[src/rtl/flash_ctl_pkg.sv]
// Summary of operation
// - Slave only; never drives bus as master, only pulls SDA low.
// - Register write is address byte, register selector, then data byte.
// - Answers slave address 0111110; write byte 7c, read byte 7d.
// - Status register is read only; data written to it is dropped.
// - Read after status selection shifts status bits out on SDA.
// - Flash start arms a time out; overlong pulse cuts current, max 255 ms.
// - Torch/video mode disables the flash time out.
// - LED check starts only on rising edge of check trigger; 20 us bias.
// - Detected anode-cathode short disconnects that LED's current loop.
// - Check runs on both LEDs even when both output enables are clear.
// - On a fault the offending output is disabled and a status bit set.
// - Power transistor drain-ground monitored continuously; abnormal flags fault.
// - Thermal shutdown stops charge pump, blocks flash and torch starts.
// - Primary control register sits at selector 01.
package flash_ctl_pkg;

    // ****************************************
    // Bus addressing
    // ****************************************
    localparam logic [6:0] SLAVE_ADDR      = 7'h3e;
    localparam logic [7:0] SEL_PRIMARY     = 8'h01;
    localparam logic [7:0] SEL_MODE        = 8'h02;
    localparam logic [7:0] SEL_STATUS      = 8'h17;

    // ****************************************
    // Field positions
    // ****************************************
    localparam int LED1_EN_BIT   = 0;
    localparam int LED2_EN_BIT   = 1;
    localparam int CHECK_BIT     = 2;
    localparam int FLASH_SEL_BIT = 0;
    localparam int FLASH_GO_BIT  = 1;
    localparam int ST_SHORT1     = 0;
    localparam int ST_SHORT2     = 1;
    localparam int ST_TIMEOUT    = 2;
    localparam int ST_DRAIN1     = 3;
    localparam int ST_DRAIN2     = 4;
    localparam int ST_THERMAL    = 5;

    localparam logic [7:0] PRIMARY_RESET = 8'h00;
    localparam logic [7:0] MODE_RESET    = 8'h00;
    localparam logic [7:0] STATUS_RESET  = 8'h00;

    // ****************************************
    // Timing
    // ****************************************
    localparam int CLK_MHZ         = 125;
    localparam int TIMEOUT_MS      = 255;
    localparam int TIMEOUT_CYCLES  = TIMEOUT_MS * 1000 * CLK_MHZ;
    localparam int CHECK_US        = 20;
    localparam int CHECK_CYCLES    = CHECK_US * CLK_MHZ;

    typedef struct packed {
        logic led1;
        logic led2;
    } led_pair_s;

endpackage
[src/rtl/flash_ctl.sv]
`timescale 1ns/100ps
module flash_ctl #(
    parameter int TIMEOUT_LEN = flash_ctl_pkg::TIMEOUT_CYCLES
) (
    input  wire logic                     i_clock,
    input  wire logic                     i_srst,
    input  wire logic                     i_scl,
    input  wire logic                     i_sda,
    output logic                          o_sda,
    output logic                          o_sda_oe,
    input  wire flash_ctl_pkg::led_pair_s i_short_sense,
    input  wire flash_ctl_pkg::led_pair_s i_drain_fault,
    input  wire logic                     i_thermal_shdn,
    output flash_ctl_pkg::led_pair_s      o_led_drive,
    output flash_ctl_pkg::led_pair_s      o_check_bias,
    output logic                          o_flash_on,
    output logic                          o_charge_pump_en
);
    import flash_ctl_pkg::*;

    // Time out counter needs at least two states
    if (TIMEOUT_LEN < 2) begin : g_bad_len
        $error("TIMEOUT_LEN too small");
    end

    // ****************************************
    // Pin synchronisers
    // ****************************************
    logic [1:0] scl_sync_q;
    logic [1:0] sda_sync_q;
    logic       scl_prev_q;
    logic       sda_prev_q;
    led_pair_s  short_m_q, short_s_q, drain_m_q, drain_s_q;
    logic       therm_m_q, therm_s_q;

    always_ff @(posedge i_clock) begin
        scl_sync_q <= {scl_sync_q[0], i_scl};
        sda_sync_q <= {sda_sync_q[0], i_sda};
        scl_prev_q <= scl_sync_q[1];
        sda_prev_q <= sda_sync_q[1];
        short_m_q  <= i_short_sense;
        short_s_q  <= short_m_q;
        drain_m_q  <= i_drain_fault;
        drain_s_q  <= drain_m_q;
        therm_m_q  <= i_thermal_shdn;
        therm_s_q  <= therm_m_q;
    end

    wire scl      = scl_sync_q[1];
    wire sda      = sda_sync_q[1];
    wire scl_rise = scl & ~scl_prev_q;
    wire scl_fall = ~scl & scl_prev_q;
    wire start_c  = scl & scl_prev_q & sda_prev_q & ~sda;
    wire stop_c   = scl & scl_prev_q & ~sda_prev_q & sda;

    // ****************************************
    // Serial slave
    // ****************************************
    typedef enum logic [2:0] {
        S_IDLE, S_ADDR, S_SEL, S_DATA, S_READ, S_IGNORE
    } bus_state_e;

    bus_state_e state_q;
    logic [7:0] shift_q;
    logic [3:0] bit_cnt_q;
    logic       ack_pend_q;
    logic       ack_drive_q;
    logic       rd_drive_q;
    logic [7:0] sel_q;
    logic [7:0] data_hold_q;
    logic       wr_pend_q;
    logic [7:0] rd_shift_q;
    logic       wr_strobe;
    logic [7:0] primary_q;
    logic [7:0] mode_q;
    logic [7:0] status_q;

    // Bits are taken only while an address or write byte is expected
    wire rx_state  = (state_q == S_ADDR) | (state_q == S_SEL)
                     | (state_q == S_DATA);
    wire rx_bit    = scl_rise & rx_state & ~ack_pend_q & ~ack_drive_q;
    wire byte_done = rx_bit & (bit_cnt_q == 4'h7);
    wire [7:0] rx_byte = {shift_q[6:0], sda};
    wire addr_hit  = (rx_byte[7:1] == SLAVE_ADDR);
    wire ack_end   = scl_fall & ack_drive_q;
    wire rd_last   = scl_fall & rd_drive_q & (bit_cnt_q == 4'h7);
    // Read returns the register last selected
    wire [7:0] rd_value = (sel_q == SEL_STATUS)  ? status_q
                        : (sel_q == SEL_PRIMARY) ? primary_q
                        : mode_q;

    always_ff @(posedge i_clock) begin
        if (i_srst) begin
            state_q     <= S_IDLE;
            shift_q     <= 8'h00;
            bit_cnt_q   <= 4'h0;
            ack_pend_q  <= 1'b0;
            ack_drive_q <= 1'b0;
            rd_drive_q  <= 1'b0;
            sel_q       <= 8'h00;
            data_hold_q <= 8'h00;
            wr_pend_q   <= 1'b0;
            rd_shift_q  <= 8'h00;
        end else if (start_c) begin
            state_q     <= S_ADDR;
            bit_cnt_q   <= 4'h0;
            ack_pend_q  <= 1'b0;
            ack_drive_q <= 1'b0;
            rd_drive_q  <= 1'b0;
            wr_pend_q   <= 1'b0;
        end else if (stop_c) begin
            state_q     <= S_IDLE;
            ack_pend_q  <= 1'b0;
            ack_drive_q <= 1'b0;
            rd_drive_q  <= 1'b0;
            wr_pend_q   <= 1'b0;
        end else begin
            if (rx_bit) begin
                shift_q   <= rx_byte;
                bit_cnt_q <= bit_cnt_q + 4'h1;
            end
            if (byte_done) begin
                bit_cnt_q  <= 4'h0;
                ack_pend_q <= 1'b1;
                case (state_q)
                    S_ADDR: begin
                        if (~addr_hit) begin
                            ack_pend_q <= 1'b0;
                            state_q    <= S_IGNORE;
                        end else if (rx_byte[0]) begin
                            state_q <= S_READ;
                        end else begin
                            state_q <= S_SEL;
                        end
                    end
                    S_SEL: begin
                        sel_q   <= rx_byte;
                        state_q <= S_DATA;
                    end
                    S_DATA: begin
                        data_hold_q <= rx_byte;
                        wr_pend_q   <= 1'b1;
                        state_q     <= S_IGNORE;
                    end
                    default: begin
                        state_q <= S_IGNORE;
                    end
                endcase
            end
            // Acknowledge holds SDA low across the ninth clock
            if (scl_fall & ack_pend_q) begin
                ack_pend_q  <= 1'b0;
                ack_drive_q <= 1'b1;
            end else if (ack_end) begin
                ack_drive_q <= 1'b0;
                wr_pend_q   <= 1'b0;
                if (state_q == S_READ) begin
                    rd_shift_q <= rd_value;
                    rd_drive_q <= 1'b1;
                    bit_cnt_q  <= 4'h0;
                end
            end else if (rd_last) begin
                // Master's acknowledge slot is left alone
                rd_drive_q <= 1'b0;
                state_q    <= S_IGNORE;
            end else if (scl_fall & rd_drive_q) begin
                rd_shift_q <= {rd_shift_q[6:0], 1'b1};
                bit_cnt_q  <= bit_cnt_q + 4'h1;
            end
        end
    end

    // Commit only at the end of the acknowledged data byte
    assign wr_strobe = ack_end & wr_pend_q;

    // open-drain only, the data pin is only ever pulled low
    assign o_sda    = 1'b0;
    assign o_sda_oe = ack_drive_q | (rd_drive_q & ~rd_shift_q[7]);

    // ****************************************
    // Registers
    // ****************************************
    wire wr_primary = wr_strobe & (sel_q == SEL_PRIMARY);
    wire wr_mode    = wr_strobe & (sel_q == SEL_MODE);

    always_ff @(posedge i_clock) begin
        if (i_srst) begin
            primary_q <= PRIMARY_RESET;
            mode_q    <= MODE_RESET;
        end else begin
            if (wr_primary) begin
                primary_q <= data_hold_q;
            end
            if (wr_mode) begin
                mode_q <= data_hold_q;
            end
        end
    end

    // ****************************************
    // LED check
    // ****************************************
    logic        trig_prev_q;
    logic [15:0] check_cnt_q;
    logic        checking_q;

    wire check_start = primary_q[CHECK_BIT] & ~trig_prev_q;
    wire check_end   = checking_q
                       & (check_cnt_q == 16'(CHECK_CYCLES - 1));

    always_ff @(posedge i_clock) begin
        if (i_srst) begin
            trig_prev_q <= 1'b0;
            check_cnt_q <= 16'h0000;
            checking_q  <= 1'b0;
        end else begin
            trig_prev_q <= primary_q[CHECK_BIT];
            if (check_start & ~checking_q) begin
                checking_q  <= 1'b1;
                check_cnt_q <= 16'h0000;
            end else if (check_end) begin
                checking_q <= 1'b0;
            end else if (checking_q) begin
                check_cnt_q <= check_cnt_q + 16'h0001;
            end
        end
    end

    // bias applies to both channels regardless of enables
    assign o_check_bias = '{led1: checking_q, led2: checking_q};

    // ****************************************
    // Flash time out
    // ****************************************
    logic [31:0] to_cnt_q;
    logic        flash_q;
    logic        go_prev_q;

    wire flash_sel   = mode_q[FLASH_SEL_BIT];
    wire flash_go    = mode_q[FLASH_GO_BIT];
    wire flash_start = flash_go & ~go_prev_q & flash_sel & ~therm_s_q;
    wire to_expire   = flash_q & flash_sel
                       & (to_cnt_q == 32'(TIMEOUT_LEN - 1));

    always_ff @(posedge i_clock) begin
        if (i_srst) begin
            to_cnt_q  <= 32'h0000_0000;
            flash_q   <= 1'b0;
            go_prev_q <= 1'b0;
        end else begin
            go_prev_q <= flash_go;
            if (flash_start) begin
                flash_q  <= 1'b1;
                to_cnt_q <= 32'h0000_0000;
            end else if (to_expire | ~flash_go | ~flash_sel | therm_s_q) begin
                flash_q <= 1'b0;
            end else if (flash_q) begin
                to_cnt_q <= to_cnt_q + 32'h0000_0001;
            end
        end
    end

    // ****************************************
    // Fault status
    // ****************************************
    logic [7:0] status_set;
    always_comb begin
        status_set              = 8'h00;
        status_set[ST_SHORT1]   = check_end & short_s_q.led1;
        status_set[ST_SHORT2]   = check_end & short_s_q.led2;
        status_set[ST_TIMEOUT]  = to_expire;
        status_set[ST_DRAIN1]   = drain_s_q.led1;
        status_set[ST_DRAIN2]   = drain_s_q.led2;
        status_set[ST_THERMAL]  = therm_s_q;
    end

    always_ff @(posedge i_clock) begin
        if (i_srst) begin
            status_q <= STATUS_RESET;
        end else begin
            status_q <= status_q | status_set;
        end
    end

    // ****************************************
    // Outputs
    // ****************************************
    wire torch_ok = ~flash_sel & flash_go & ~therm_s_q;
    wire drive_on = flash_q | torch_ok;

    always_ff @(posedge i_clock) begin
        if (i_srst) begin
            o_led_drive      <= '0;
            o_flash_on       <= 1'b0;
            o_charge_pump_en <= 1'b0;
        end else begin
            o_led_drive.led1 <= drive_on & primary_q[LED1_EN_BIT]
                                & ~status_q[ST_SHORT1]
                                & ~status_q[ST_DRAIN1];
            o_led_drive.led2 <= drive_on & primary_q[LED2_EN_BIT]
                                & ~status_q[ST_SHORT2]
                                & ~status_q[ST_DRAIN2];
            o_flash_on       <= flash_q;
            o_charge_pump_en <= drive_on & ~therm_s_q;
        end
    end

endmodule // flash_ctl

[config.mk]
export PLATFORM = sky130hd
export DESIGN_NAME = flash_ctl
export DESIGN_NICKNAME = d
export VERILOG_FILES = /design/src/rtl/flash_ctl_pkg.sv /design/src/rtl/flash_ctl.sv
export SDC_FILE = /design/constraint.sdc
export NUM_CORES = 1
export LEC_CHECK = 0
export ABC_AREA = 1
export ABC_CLOCK_PERIOD_IN_PS = 1800
export BUFFER_PORTS_ARGS = -buffer_cell sky130_fd_sc_hd__buf_2
export CAP_MARGIN = 10
export CORE_AREA = 10 10 151 153
export CTS_BUF_LIST = sky130_fd_sc_hd__clkbuf_8
export DETAILED_ROUTE_END_ITERATION = 12
export DIE_AREA = 0 0 161 163
export PLACE_DENSITY = 0.58
export SKIP_LAST_GASP = 1
export SLEW_MARGIN = 10
export SYNTH_ARGS = -nofsm -noshare
export SYNTH_HDL_FRONTEND = slang
export SYNTH_SLANG_ARGS = --single-unit
[constraint.sdc]
create_clock -name i_clock -period 1.8 [get_ports i_clock]
set_input_delay 0.18 -clock i_clock [delete_from_list [all_inputs] [get_ports i_clock]]
set_output_delay 0.18 -clock i_clock [all_outputs]
set_load 0.005 [all_outputs]
# Yosys cells after proc, flatten, opt, wreduce, memory -nomap -nowiden
# Index checks and enable logic that the tools add are counted.
dict set report totals {
  ff_bits 138
  latchBits 0
  mem_bits_rw 0
  mem_bits_ro 0
  inputBits 9
  output_inout_bits 8
  wordCells 176
  mem_count 0
}
dict set report classes {
  n_addsub 3
  multipliers 0
  div 0
  order_cmp 0
  n_eq_ne 13
  shift 0
  muxes 37
  n_bitwise 68
  reduce_logical 17
}
# op n
set op_table {}
lappend op_table {{8-bit two-way mux} 6}
lappend op_table {{1-bit AND} 38}
lappend op_table {{32-bit by 1-bit adder with 32-bit output (second input constant)} 1}
lappend op_table {{32-bit by 25-bit == test with 1-bit output (second input constant)} 1}
lappend op_table {{4-bit two-way mux} 7}
lappend op_table {{1-bit inverter} 22}
lappend op_table {{3-bit two-way mux} 6}
lappend op_table {{1-bit two-way mux} 17}
lappend op_table {{16-bit by 1-bit adder with 16-bit output (second input constant)} 1}
lappend op_table {{16-bit by 12-bit == test with 1-bit output (second input constant)} 1}
lappend op_table {{2-bit nonzero test} 5}
lappend op_table {{8-bit by 1-bit == test with 1-bit output (second input constant)} 1}
lappend op_table {{8-bit by 2-bit == test with 1-bit output (second input constant)} 1}
lappend op_table {{8-bit by 5-bit == test with 1-bit output (second input constant)} 1}
lappend op_table {{8-bit by 6-bit OR with 8-bit output} 1}
lappend op_table {{4-bit AND reduction} 2}
lappend op_table {{7-bit by 6-bit == test with 1-bit output (second input constant)} 1}
lappend op_table {{1-bit OR} 7}
lappend op_table {{3-bit by 2-bit == test with 1-bit output (second input constant)} 2}
lappend op_table {{3-bit case mux with 2 select lines} 1}
lappend op_table {{3-bit AND reduction} 2}
lappend op_table {{6-bit AND reduction} 1}
lappend op_table {{2-bit OR reduction} 3}
lappend op_table {{4-bit by 1-bit adder with 4-bit output (second input constant)} 1}
lappend op_table {{other kinds (8)} 9}

# Depth between registers and ports, before layout
# Gate-level depths: netlist of run 1.
dict set report logic_depth {
  depth_word 13
  mapped_depth 11
  mapped_depth_nobuf 10
}

# Least setup slack after synthesis of run 1
# No wires, ideal clock.
dict set report synth_path {
  kind {register -> register}
  startpoint {register to_cnt_q[0]}
  endpoint {register flash_q}
  setup_time_ns 0.128
  t_arrival_ns 1.477
  required_ns 1.672
  path_slack_ns 0.196
  stages_incl_launch_ff 11
  path_buffers 2
  period_less_slack_ns 1.604
  cell_sequence {dfxtp_1 > ha_1 > buf_2 > inv_1 > nor3_1 > nand3_1 > nor2_1 > nor2_4 > buf_2 > nor2_1 > nor2_1}
}
dict set report synth_via {
  elab_chain_cells 6
}
# item line_no
set synth_rtl {}
lappend synth_rtl {{start: declaration} flash_ctl.sv:235} ;# logic [31:0] to_cnt_q;
lappend synth_rtl {{start signal: assignment} flash_ctl.sv:258} ;# to_cnt_q <= to_cnt_q + 32'h0000_0001;
lappend synth_rtl {{32-bit by 25-bit == test with 1-bit output} flash_ctl.sv:243} ;# & (to_cnt_q == 32'(TIMEOUT_LEN - 1));
lappend synth_rtl {{1-bit AND} flash_ctl.sv:243}
lappend synth_rtl {{1-bit OR (3 in series)} flash_ctl.sv:255} ;# end else if (to_expire | ~flash_go | ~flash_sel | therm_s_q) begin
lappend synth_rtl {{2-bit nonzero test (no line)} --}
lappend synth_rtl {{end signal: assignment} flash_ctl.sv:248} ;# flash_q <= 1'b0;
lappend synth_rtl {{end signal: assignment} flash_ctl.sv:253} ;# flash_q <= 1'b1;
lappend synth_rtl {{end signal: assignment} flash_ctl.sv:256} ;# flash_q <= 1'b0;
lappend synth_rtl {{end: declaration} flash_ctl.sv:236} ;# logic flash_q;
# Every way passes these cells.
# A chain may end at the register's enable or synchronous reset.

# Worst setup path after layout of run 1
dict set report layout_path {
  startpoint {register to_cnt_q[3]}
  endpoint {register to_cnt_q[13]}
}
dict set report layout_via {
  elab_chain_cells 7
  word_cells_on_any_way 8
  cone_classes {add/sub (1); eq/ne (1); bitwise (5); reduce/logical (1)}
}
# item line_no
set layout_rtl {}
lappend layout_rtl {{32-bit by 25-bit == test with 1-bit output} flash_ctl.sv:243}
lappend layout_rtl {{1-bit AND} flash_ctl.sv:243}
lappend layout_rtl {{1-bit OR (3 in series)} flash_ctl.sv:255}
lappend layout_rtl {{1-bit inverter (no line)} --}
lappend layout_rtl {{2-bit AND reduction (no line)} --}
# Several ways; a longest one is shown, not always the timed one.

==> out/qor.yml, run 1 <==
antenna_found_initial: 0
synth_seq_cells: 136
fill_cells: 2173
syn_inst: 1026
cellPowerDensity_mw_per_mm2: 757.8
place_hpwl_um: 12060
endpoint_kind: "flip-flop"
synth_top_area_cell: "dfxtp_1"
slew_headroom: 0.6346
max_cap_violations: 0
max_freq_mhz: 614.9
combinationalPowerShare: 0.023
r2r-start: "to_cnt_q[3]"
clock_skew_ns: 0.01171
p_seq_frac: 0.515
critPathMaxFanout: 7
min_path_cells: 0
routed_wl_um: 16700
clock_path_buffers: 2
htree_num_levels: 4
run_status: "finished, final reports clean"
clkSinkCount: 136
fin_crit_ns: 1.626
syn_avg_cell_area_um2: 6.633
ys.flop_type: "dfxtp_1"
min_path_type: "flip-flop to flip-flop"
internal-power_mw: 4.488
syn_nets: 1038
cp.buffers_inverters: 0
hp-start: "drain_m_q[0]"
syn_to_final_growth_pct: 14.95
layout_common_cells: "nand2_1 (291), nor2_1 (148), dfxtp_1 (134)"
power.leakage_nw: 2.834
grt_pass1_wl_um: 28210
drive_gt1_frac: 0.1096
ctsRootBufferMaster: "clkbuf_8"
synth_top_area_frac: 0.4001
r2r-end: "to_cnt_q[13]"
final_common_cell: "nand2_1"
sw_frac_of_total: 0.2428
rows: 52
ys_warn_count: 0
slowest_delay_ns: 0.46
multi_input_area_mm2: 0.003507
start_util: 0.3418
timing.final.ws_setup_ns: 0.1737
crit_required_ns: 2.19
cp-start-kind: "flip-flop"
post-route-util: 0.3929
path_cells: "nand2_1 > nor2_1 > nand2_1 > nor2_1 > nand2_1 > nand2_1 > nand3_1 > a21oi_1"
grt_max_degree: 36
wl_per_cell_um: 12.39
cp_common_cell: "nand2_1"
dp_cells: 1302
io_pins: 17
globalRouteOverflowTotal: 0
finalSetupTns_ns: 0
antenna_left: 0
synthDistinctLibCells: 37
place_ws_ns: 0.03790
slowest_stage: "dfxtp_1"
die_x_um: 161
grt_pass1_vias: 5918
power_mw: 5.928
synthTopCellsByArea: "dfxtp_1 (40%), nand2_1 (16%), nor2_1 (8.2%), a21oi_1 (6.5%), inv_1 (5.3%)"
clock_latency_ns: 0.46
path_clk_slew_ns: 0.08
vias: 6303
p_sw_mw: 1.439
drtIter0Drc: 389
period_share: 0.9035
die_area_mm2: 0.02624
holdPathEnd: "drain_s_q[0]"
place.gp.congestion: 0.9037
final_cells: 1347
worstSetupPathDepth: 8
diodes: 0
finalSetupViolations: 0
dr.pass1.iters: 5
die_h_um: 163
cpLargestDelayFamily: "simple AND/OR/NAND/NOR gates"
drv_slew: 0
cts_buffers: 17
critPathArrivalTime_ns: 2.02
worst_pin_slew_ns: 0.5468
syn_area_mm2: 0.006805
final-seq-area_mm2: 0.002725
crit_type: "flip-flop to flip-flop"
nNetsFinal: 1076
r2r_slack_ns: 0.17
rsz0062_at_grt: "no"
async_flop_share: 0
synth_edf_count: 0
cts_tree: "yes"
ff2ff_path_depth: 8
max-vdd-ir-drop_uv: 464.2
coreArea_mm2: 0.01991
drcViolationCount: 0
io_buffers: 15
ys_seq_area_frac: 0.4001
avgViaCountPerCell: 4.679
power_frac_clock: 0.462
grt_usage: 0.1289
finalHoldViolCount: 0
state kept, by name, summed over array words and instances (netlist names), 2 cells and up:
name and flops:
to_cnt_q 32, check_cnt_q 16, data_hold_q 8, mode_q 8, primary_q 8, rd_shift_q 8, sel_q 8, shift_q 7
status_q 6, bit_cnt_q 4, state_q 3, drain_m_q 2, drain_s_q 2, o_led_drive 2, scl_sync_q 2, sda_sync_q 2
short_m_q 2, short_s_q 2
worst max path at each step:
| stage | start | end | slack, ns |
|---|---|---|---|
| 3_5_place_dp | to_cnt_q[1] | to_cnt_q[23] | 0.04 |
| 5_1_grt | to_cnt_q[0] | to_cnt_q[25] | 0.02 |
| 2_1_floorplan | to_cnt_q[0] | flash_q | 0.20 |
| 6_report | to_cnt_q[3] | to_cnt_q[13] | 0.17 |
| 4_1_cts | to_cnt_q[1] | to_cnt_q[23] | 0.04 |
| 3_3_place_gp | to_cnt_q[1] | to_cnt_q[27] | 0.12 |
stage by stage:
| stage | hold WS (ns) | cell area, um2 |
|---|---|---|
| 3_5_place_dp | 0.2841 | 7232 |
| 6_report | 0.3324 | 7823 |
| 2_1_floorplan | 0.2077 | 6805 |
| 5_1_grt | 0.3260 | 7823 |
| 3_3_place_gp | 0.2821 | 7232 |
| 4_1_cts | 0.3222 | 7736 |
logic make-up (layout without fill, tap and decap cells):
| logic type | count (synthesis) | count (layout) | share of synthesized area |
|---|---|---|---|
| buffers and inverters | 142 | 193 | 0.08843 |
| AND/OR/NAND/NOR | 548 | 548 | 0.3427 |
| AO/OA/AOI/OAI | 176 | 176 | 0.1370 |
| XOR/XNOR | 20 | 20 | 0.02574 |
| other | 1 | 1 | 0.0005510 |
| adder cells (fa/ha/maj) | 3 | 3 | 0.005516 |
| flip-flops | 136 | 136 | 0.4001 |
cell type report:
cell class                 count  area share
inverter                     109     0.05342
clock inverter                15     0.02431
sequential                   136      0.3484
clock buffer                  17     0.02991
tap                          270     0.04319
multi-input combinational    748      0.4483
timing repair buffer          52     0.05246
timing repair:
item | 4_1_cts | 5_1_grt
hold endpoints to repair | 10 | 0
resized for setup | 0 | 10
hold buffers | 8 | 0
setup endpoints to repair | 0 | 51
buffers inserted | 0 | 5
per-layer routing:
layer / vias up / GRT usage / share of wire
met2: 70 / 0.2145 / 0.47
li1: 3356 / - / -
met1: 2858 / 0.1603 / 0.48
met3: 19 / 0.03059 / 0.034
met5: - / 0 / 0
met4: 0 / 0.04384 / 0.017
power by group through the flow:
stage	Combinational, mW	Sequential (mW)	Clock, mW
2_1_floorplan	0.0849	3.12	0
3_3_place_gp	0.123	3.12	0
3_5_place_dp	0.124	3.12	0
4_1_cts	0.138	3.05	2.81
5_1_grt	0.156	3.06	2.95
6_report	0.137	3.05	2.74
synth_stat cells, types with 2 or more instances:
cell type,n
o211ai_1,2
a21oi_1,88
nand2_4,2
buf_6,6
nand3b_1,9
buf_4,3
inv_2,11
xnor2_1,6
xor2_1,14
inv_1,96
nand2_1,291
nand2_2,5
nor2_2,2
nor3_1,16
o21ai_1,16
a211oi_1,8
clkbuf_1,14
ha_1,3
o21ai_0,51
dfxtp_1,136
nor2_4,5
nand3_1,53
nand4_1,8
buf_2,9
a31oi_1,9
nor2_1,149
nand3_2,4
Power figures use the tool's default switching activity.
==> inputs of run 2 (changes only) <==
- ABC_AREA: 1 -> not set
- CELL_PAD_IN_SITES_DETAIL_PLACEMENT: not set -> 0
- CELL_PAD_IN_SITES_GLOBAL_PLACEMENT: not set -> 1
- CORE_AREA: 10 10 151 153 -> 10 10 140 142
- DIE_AREA: 0 0 161 163 -> 0 0 150 152
- PLACE_DENSITY: 0.58 -> 0.69
==> run 2 against run 1 <==
Effect of this change:
- the run now ends with negative setup slack left
- combinational power hardly changed
- register-to-register slack got worse by 0.42 ns
- synthesized area decreased by 15%
- first-iteration DRC count shrank 41%
- highest routed layer unchanged
- final cell count fell by 26%
- total power up 1.6%
- clock skew grew 0.0026 ns
- global-route usage about the same
- count of clock-buffer cells in the layout stayed put
- non-clock buffer count increased by 62
- worst hold slack lost 0.11 ns
- clock power increased by 4%
==> out/qor.yml, run 2 <==
synth_top_area_frac: 0.4719
worst_pin_slew_ns: 0.5609
clkSinkCount: 136
clock_latency_ns: 0.45
cts_buffers: 17
max-vdd-ir-drop_uv: 625.8
layout_common_cells: "dfxtp_1 (122), nor2_1 (105), buf_4 (86)"
synth_top_family_by_area: "simple AND/OR/NAND/NOR gates"
antenna_left: 0
dr.pass1.iters: 4
endpoint_kind: "flip-flop"
routed_wl_um: 14440
place_hpwl_um: 10250
crit_path_end: "to_cnt_q[30]"
cellPowerDensity_mw_per_mm2: 796.7
antenna_found_initial: 0
clock_skew_ns: 0.01428
io_buffers: 15
synth_compound_area_frac: 0.09347
post-route-util: 0.4464
path_clk_slew_ns: 0.09
synth-adder-area-share: 0.006506
fin_crit_ns: 2.043
fill_cells: 1675
drive_gt1_frac: 0.2768
io_pins: 17
syn_to_final_growth_pct: 31.03
drv_slew: 0
finalSetupTns_ns: -0.8685
start_util: 0.3406
largest_register: "to_cnt_q"
r2r-end: "to_cnt_q[30]"
timing.final.ws_setup_ns: -0.2435
crit_type: "flip-flop to flip-flop"
dp_cells: 953
slew_headroom: 0.6261
syn_avg_cell_area_um2: 8.835
final_cells: 998
synthDistinctLibCells: 56
synth_common_cells: "dfxtp_1 (136), nor2_1 (106), nand2_1 (47), mux2i_1 (43), nand3_1 (29)"
max_freq_mhz: 489.4
largest_reg_flops: 32
coreArea_mm2: 0.01694
run_status: "finished with violations"
finalSetupViolations: 10
min_path_type: "input port to flip-flop"
critPathMaxFanout: 4
htree_num_levels: 4
die_area_mm2: 0.02280
synth.most_common_cell: "dfxtp_1"
power.leakage_nw: 3.086
ys_warn_count: 0
synthMuxAreaShare: 0.08827
min_path_cells: 3
syn_inst: 653
synthTopCellsByArea: "dfxtp_1 (47%), mux2i_1 (7.5%), nor2_1 (6.9%), nand2_1 (3.1%), nand3_1 (2.5%)"
drtIter0Drc: 231
critPathArrivalTime_ns: 2.44
final_common_cell: "dfxtp_1"
drcViolationCount: 0
violations: "negative setup slack"
die_x_um: 150
async_flop_share: 0
r2r_slack_ns: -0.24
max_cap_violations: 0
fin_area_mm2: 0.007560
rows: 48
rsz0062_at_grt: "yes"
vias: 5088
placed_cell_area_mm2: 0.006699
place.gp.congestion: 0.8875
r2r-start: "to_cnt_q[1]"
die_h_um: 152
grt_max_degree: 31
clock_path_buffers: 2
ctsRootBufferMaster: "clkbuf_8"
cts_tree: "yes"
avgViaCountPerCell: 5.098
grt_pass1_vias: 5063
syn_area_mm2: 0.005769
wl_per_cell_um: 14.47
ff2ff_path_depth: 6
synth_seq_cells: 136
reg_top3: "to_cnt_q (32), check_cnt_q (16)"
period_share: 1.135
cp-start-kind: "flip-flop"
power_mw: 6.023
grt_pass1_wl_um: 24490
synth_edf_count: 0
grt_usage: 0.1285
nNetsFinal: 772
globalRouteOverflowTotal: 0
startpoint: "to_cnt_q[1]"
ys.flop_type: "dfxtp_1"
synth_top_area_cell: "dfxtp_1"
syn_nets: 665
synthXorXnorAreaFrac: 0.03492
crit_required_ns: 2.20
diodes: 0
ys_seq_area_frac: 0.4719
finalHoldViolCount: 0
synthSimpleGateAreaFrac: 0.2735
==> run 2: cell count changes after synthesis, moves of 11 or more <==
cell     change
o21ai_1     -16
o21ai_0     -26
a21oi_1     -60
or3_1       +14
nor2_1      -43
inv_1       -78
inv_2       -11
nand3_1     -24
nand2_1    -244
nand4_1     +15
mux2i_1     +43
==> run 2: area by class of cell <==
type	count	area, um2	share of cell area
tap	225	281.5	0.03724
inverter	18	67.56	0.008937
timing repair buffer	114	858.3	0.1135
sequential	136	2740	0.3625
clock inverter	15	215.2	0.02847
multi-input combinational	473	3163	0.4184
clock buffer	17	234.0	0.03095
==> run 2: cells by family (layout without fill, tap and decap cells) <==
kind of cell    count (synthesis)  after routing
simple gates                  307            307
flops                         136            136
compound gates                 89             89
mux                            50             50
buf+inv                        44            164
xor+xnor                       23             23
fa+ha+maj                       3              3
other cells                     1              1
==> run 2: metal layers <==
layer | vias up | routed length [um] | global-route usage
met1 | 2462 | 6698 | 0.1571
met3 | 16 | 419 | 0.03208
li1 | 2542 | - | -
met4 | 0 | 224 | 0.04259
met2 | 68 | 7097 | 0.2143
met5 | - | 0 | 0
==> run 2: worst min-delay path by stage <==
stage / start / to / slack [ns]
finish: i_srst / bit_cnt_q[0] / 0.23
global route: i_srst / bit_cnt_q[0] / 0.22
CTS: i_srst / bit_cnt_q[0] / 0.21
detailed placement: i_drain_fault[0] / drain_m_q[0] / 0.28
global placement: i_short_sense[0] / short_m_q[0] / 0.28
floorplan: i_drain_fault[0] / drain_m_q[0] / 0.21
==> run 2: stage by stage <==
step / setup WS (ns) / hold slack [ns]
finish: -0.2435 / 0.2259
global route: -0.3028 / 0.2238
CTS: -0.2602 / 0.2052
detailed placement: -0.4378 / 0.2836
global placement: -0.3837 / 0.2823
floorplan: -0.3785 / 0.2077
==> run 2: repair_timing <==
| item | in CTS | in global routing |
|---|---|---|
| hold buffers | 7 | 0 |
| setup endpoints to repair | 29 | 43 |
| pin swaps | 16 | 26 |
| resized for setup | 23 | 53 |
| setup buffers | 3 | 3 |
| endpoints found under the hold margin | 7 | 0 |
==> run 2: worst max-delay path, cell delays in order, from the launching register on <==
cell	delay, ns
dfxtp_2	0.36
ha_4	0.14
nand4_1	0.11
or4_4	0.44
or4_4	0.46
or4_1	0.43
nand2_1	0.08
==> run 2: power by group <==
| group | internal, mW | leakage (nW) | total (mW) | switching (mW) |
|---|---|---|---|---|
| combinational | 0.0525 | 1.76 | 0.138 | 0.0853 |
| sequential | 3.03 | 1.11 | 3.05 | 0.0147 |
| clock | 1.54 | 0.216 | 2.84 | 1.30 |
| total | 4.62 | 3.09 | 6.02 | 1.40 |
==> inputs of run 3 (changes only) <==
- REMOVE_ABC_BUFFERS: not set -> 1
==> run 3 against run 2 <==
Effect of this change:
- the run still ends with negative setup slack left
- first-iteration DRC count down 1.3%
- register-to-register slack barely moved
- core utilization decreased by 0.50 points
- global-route usage decreased by 0.38 points
- worst hold slack lost 0.025 ns
- count of clock-buffer cells in the layout unchanged
- non-clock buffer count up 1
- critical path type unchanged
- critical endpoint is now to_cnt_q[26]
- largest power group unchanged
==> out/qor.yml, run 3 (synthesis gave the netlist of run 2 again) <==
reg_top3: "to_cnt_q (32), check_cnt_q (16)"
power.leakage_nw: 3.075
antenna_found_initial: 0
dr_wl_met2_um: 6819
critPathMaxFanout: 4
crit_required_ns: 2.20
worst_pin_slew_ns: 0.6240
slew_headroom: 0.5840
period_share: 1.136
grt_pass1_vias: 4976
die_x_um: 150
clock_latency_ns: 0.45
cellPowerDensity_mw_per_mm2: 782.6
globalRouteOverflowTotal: 0
start_util: 0.3406
syn_to_final_growth_pct: 29.58
routed_wl_um: 14240
finalHoldViolCount: 0
rsz0062_at_grt: "yes"
timing.final.ws_setup_ns: -0.2455
max_freq_mhz: 488.9
coreArea_mm2: 0.01694
final_common_cell: "dfxtp_1"
wl_per_cell_um: 14.25
cts_tree: "yes"
holdPathEnd: "shift_q[5]"
largest_register: "to_cnt_q"
finalSetupViolations: 9
layout_common_cells: "dfxtp_1 (129), nor2_1 (103), buf_4 (87)"
ctsRootBufferMaster: "clkbuf_8"
power_mw: 5.851
min_path_type: "input port to flip-flop"
clkSinkCount: 136
place.gp.congestion: 0.8780
max-vdd-ir-drop_uv: 523.4
diodes: 0
r2r-start: "to_cnt_q[5]"
crit_type: "flip-flop to flip-flop"
grt_pass1_wl_um: 23450
drtIter0Drc: 228
cp-start-kind: "flip-flop"
io_pins: 17
min_path_cells: 3
violations: "negative setup slack"
clock_skew_ns: 0.009370
path_clk_slew_ns: 0.07
run_status: "finished with violations"
vias: 5120
drcViolationCount: 0
endpoint_kind: "flip-flop"
place_hpwl_um: 10100
cts_buffers: 17
critPathArrivalTime_ns: 2.44
largest_reg_flops: 32
clock_path_buffers: 2
drv_slew: 0
antenna_left: 0
nNetsFinal: 773
r2r-end: "to_cnt_q[26]"
hp-start: "i_srst"
wl_met3_um: 405
m1WireLength_um: 6696
avgViaCountPerCell: 5.125
dp_cells: 952
die_h_um: 152
grt_usage: 0.1247
fin_crit_ns: 2.046
max_cap_violations: 0
grt_max_degree: 42
final_cells: 999
r2r_slack_ns: -0.25
drive_gt1_frac: 0.2532
ff2ff_path_depth: 5
io_buffers: 15
routed.top_layer: "met4"
die_area_mm2: 0.02280
dr.pass1.iters: 4
rows: 48
htree_num_levels: 4
-- run 3: changes by cell type in the layout (fill, tap and decap cells not counted), moves of 3 or more --
cell,change
a21oi_1,+4
a21oi_2,-4
dfxtp_1,+7
dfxtp_2,-7
inv_1,+3
inv_6,-4
o21ai_0,+6
o21ai_1,-4
-- run 3: power by group --
group	internal (mW)	total, mW	switching (mW)
Sequential	3.03	3.05	0.0157
Clock	1.49	2.66	1.17
Combinational	0.0561	0.142	0.0860
Total	4.57	5.85	1.28
-- run 3: area by class of cell --
type / instances / area (um2)
multi-input combinational: 473 / 3090
sequential: 136 / 2731
clock inverter: 15 / 187.7
clock buffer: 17 / 234.0
fill: 1703 / 9460
inverter: 18 / 67.56
timing repair buffer: 115 / 883.3
tap: 225 / 281.5
-- run 3: critical path, stage by stage (launching register included) --
cell and delay, ns:
dfxtp_1 0.33, nand4_1 0.16, or4_4 0.55, or4_4 0.46
or4_1 0.41, nand2_1 0.08
-- run 3: what timing repair did --
action                                  4_1_cts  5_1_grt
endpoints found under the hold margin         7        0
pin swaps                                     9       16
setup buffers                                 4        6
cloned                                        0        0
endpoints found under the setup margin       17       46
resized for setup                            22       35
hold buffers                                  7        0
-- run 3: through the flow --
| stage | cell area (um2) | setup TNS (ns) | util | setup WS, ns | hold slack, ns |
|---|---|---|---|---|---|
| after floorplan | 5659 | -7.892 | - | -0.4849 | 0.2077 |
| after detailed placement | 6683 | -1.756 | 0.3946 | -0.3938 | 0.2841 |
| final | 7476 | -0.9403 | 0.4414 | -0.2455 | 0.2010 |
| after global routing | 7476 | -2.395 | 0.4414 | -0.3218 | 0.1855 |
| after CTS | 7283 | -0.9387 | 0.4300 | -0.2795 | 0.1784 |
| after global placement | 6683 | -1.437 | 0.3946 | -0.3709 | 0.2818 |
-- run 3: worst max-delay path by stage --
stage | start | end | slack [ns] | cells after the start
6_report | to_cnt_q[5] | to_cnt_q[26] | -0.25 | 5
5_1_grt | to_cnt_q[5] | to_cnt_q[26] | -0.32 | 5
4_1_cts | to_cnt_q[1] | to_cnt_q[26] | -0.28 | 6
3_5_place_dp | to_cnt_q[1] | to_cnt_q[26] | -0.39 | 6
3_3_place_gp | to_cnt_q[0] | to_cnt_q[26] | -0.37 | 6
2_1_floorplan | to_cnt_q[0] | to_cnt_q[5] | -0.48 | 6
-- run 3: metal layers --
| layer | global-route usage | vias up |
|---|---|---|
| li1 | - | 2544 |
| met1 | 0.1513 | 2480 |
| met2 | 0.2023 | 68 |
| met3 | 0.03237 | 28 |
| met4 | 0.05509 | 0 |
| met5 | 0 | - |
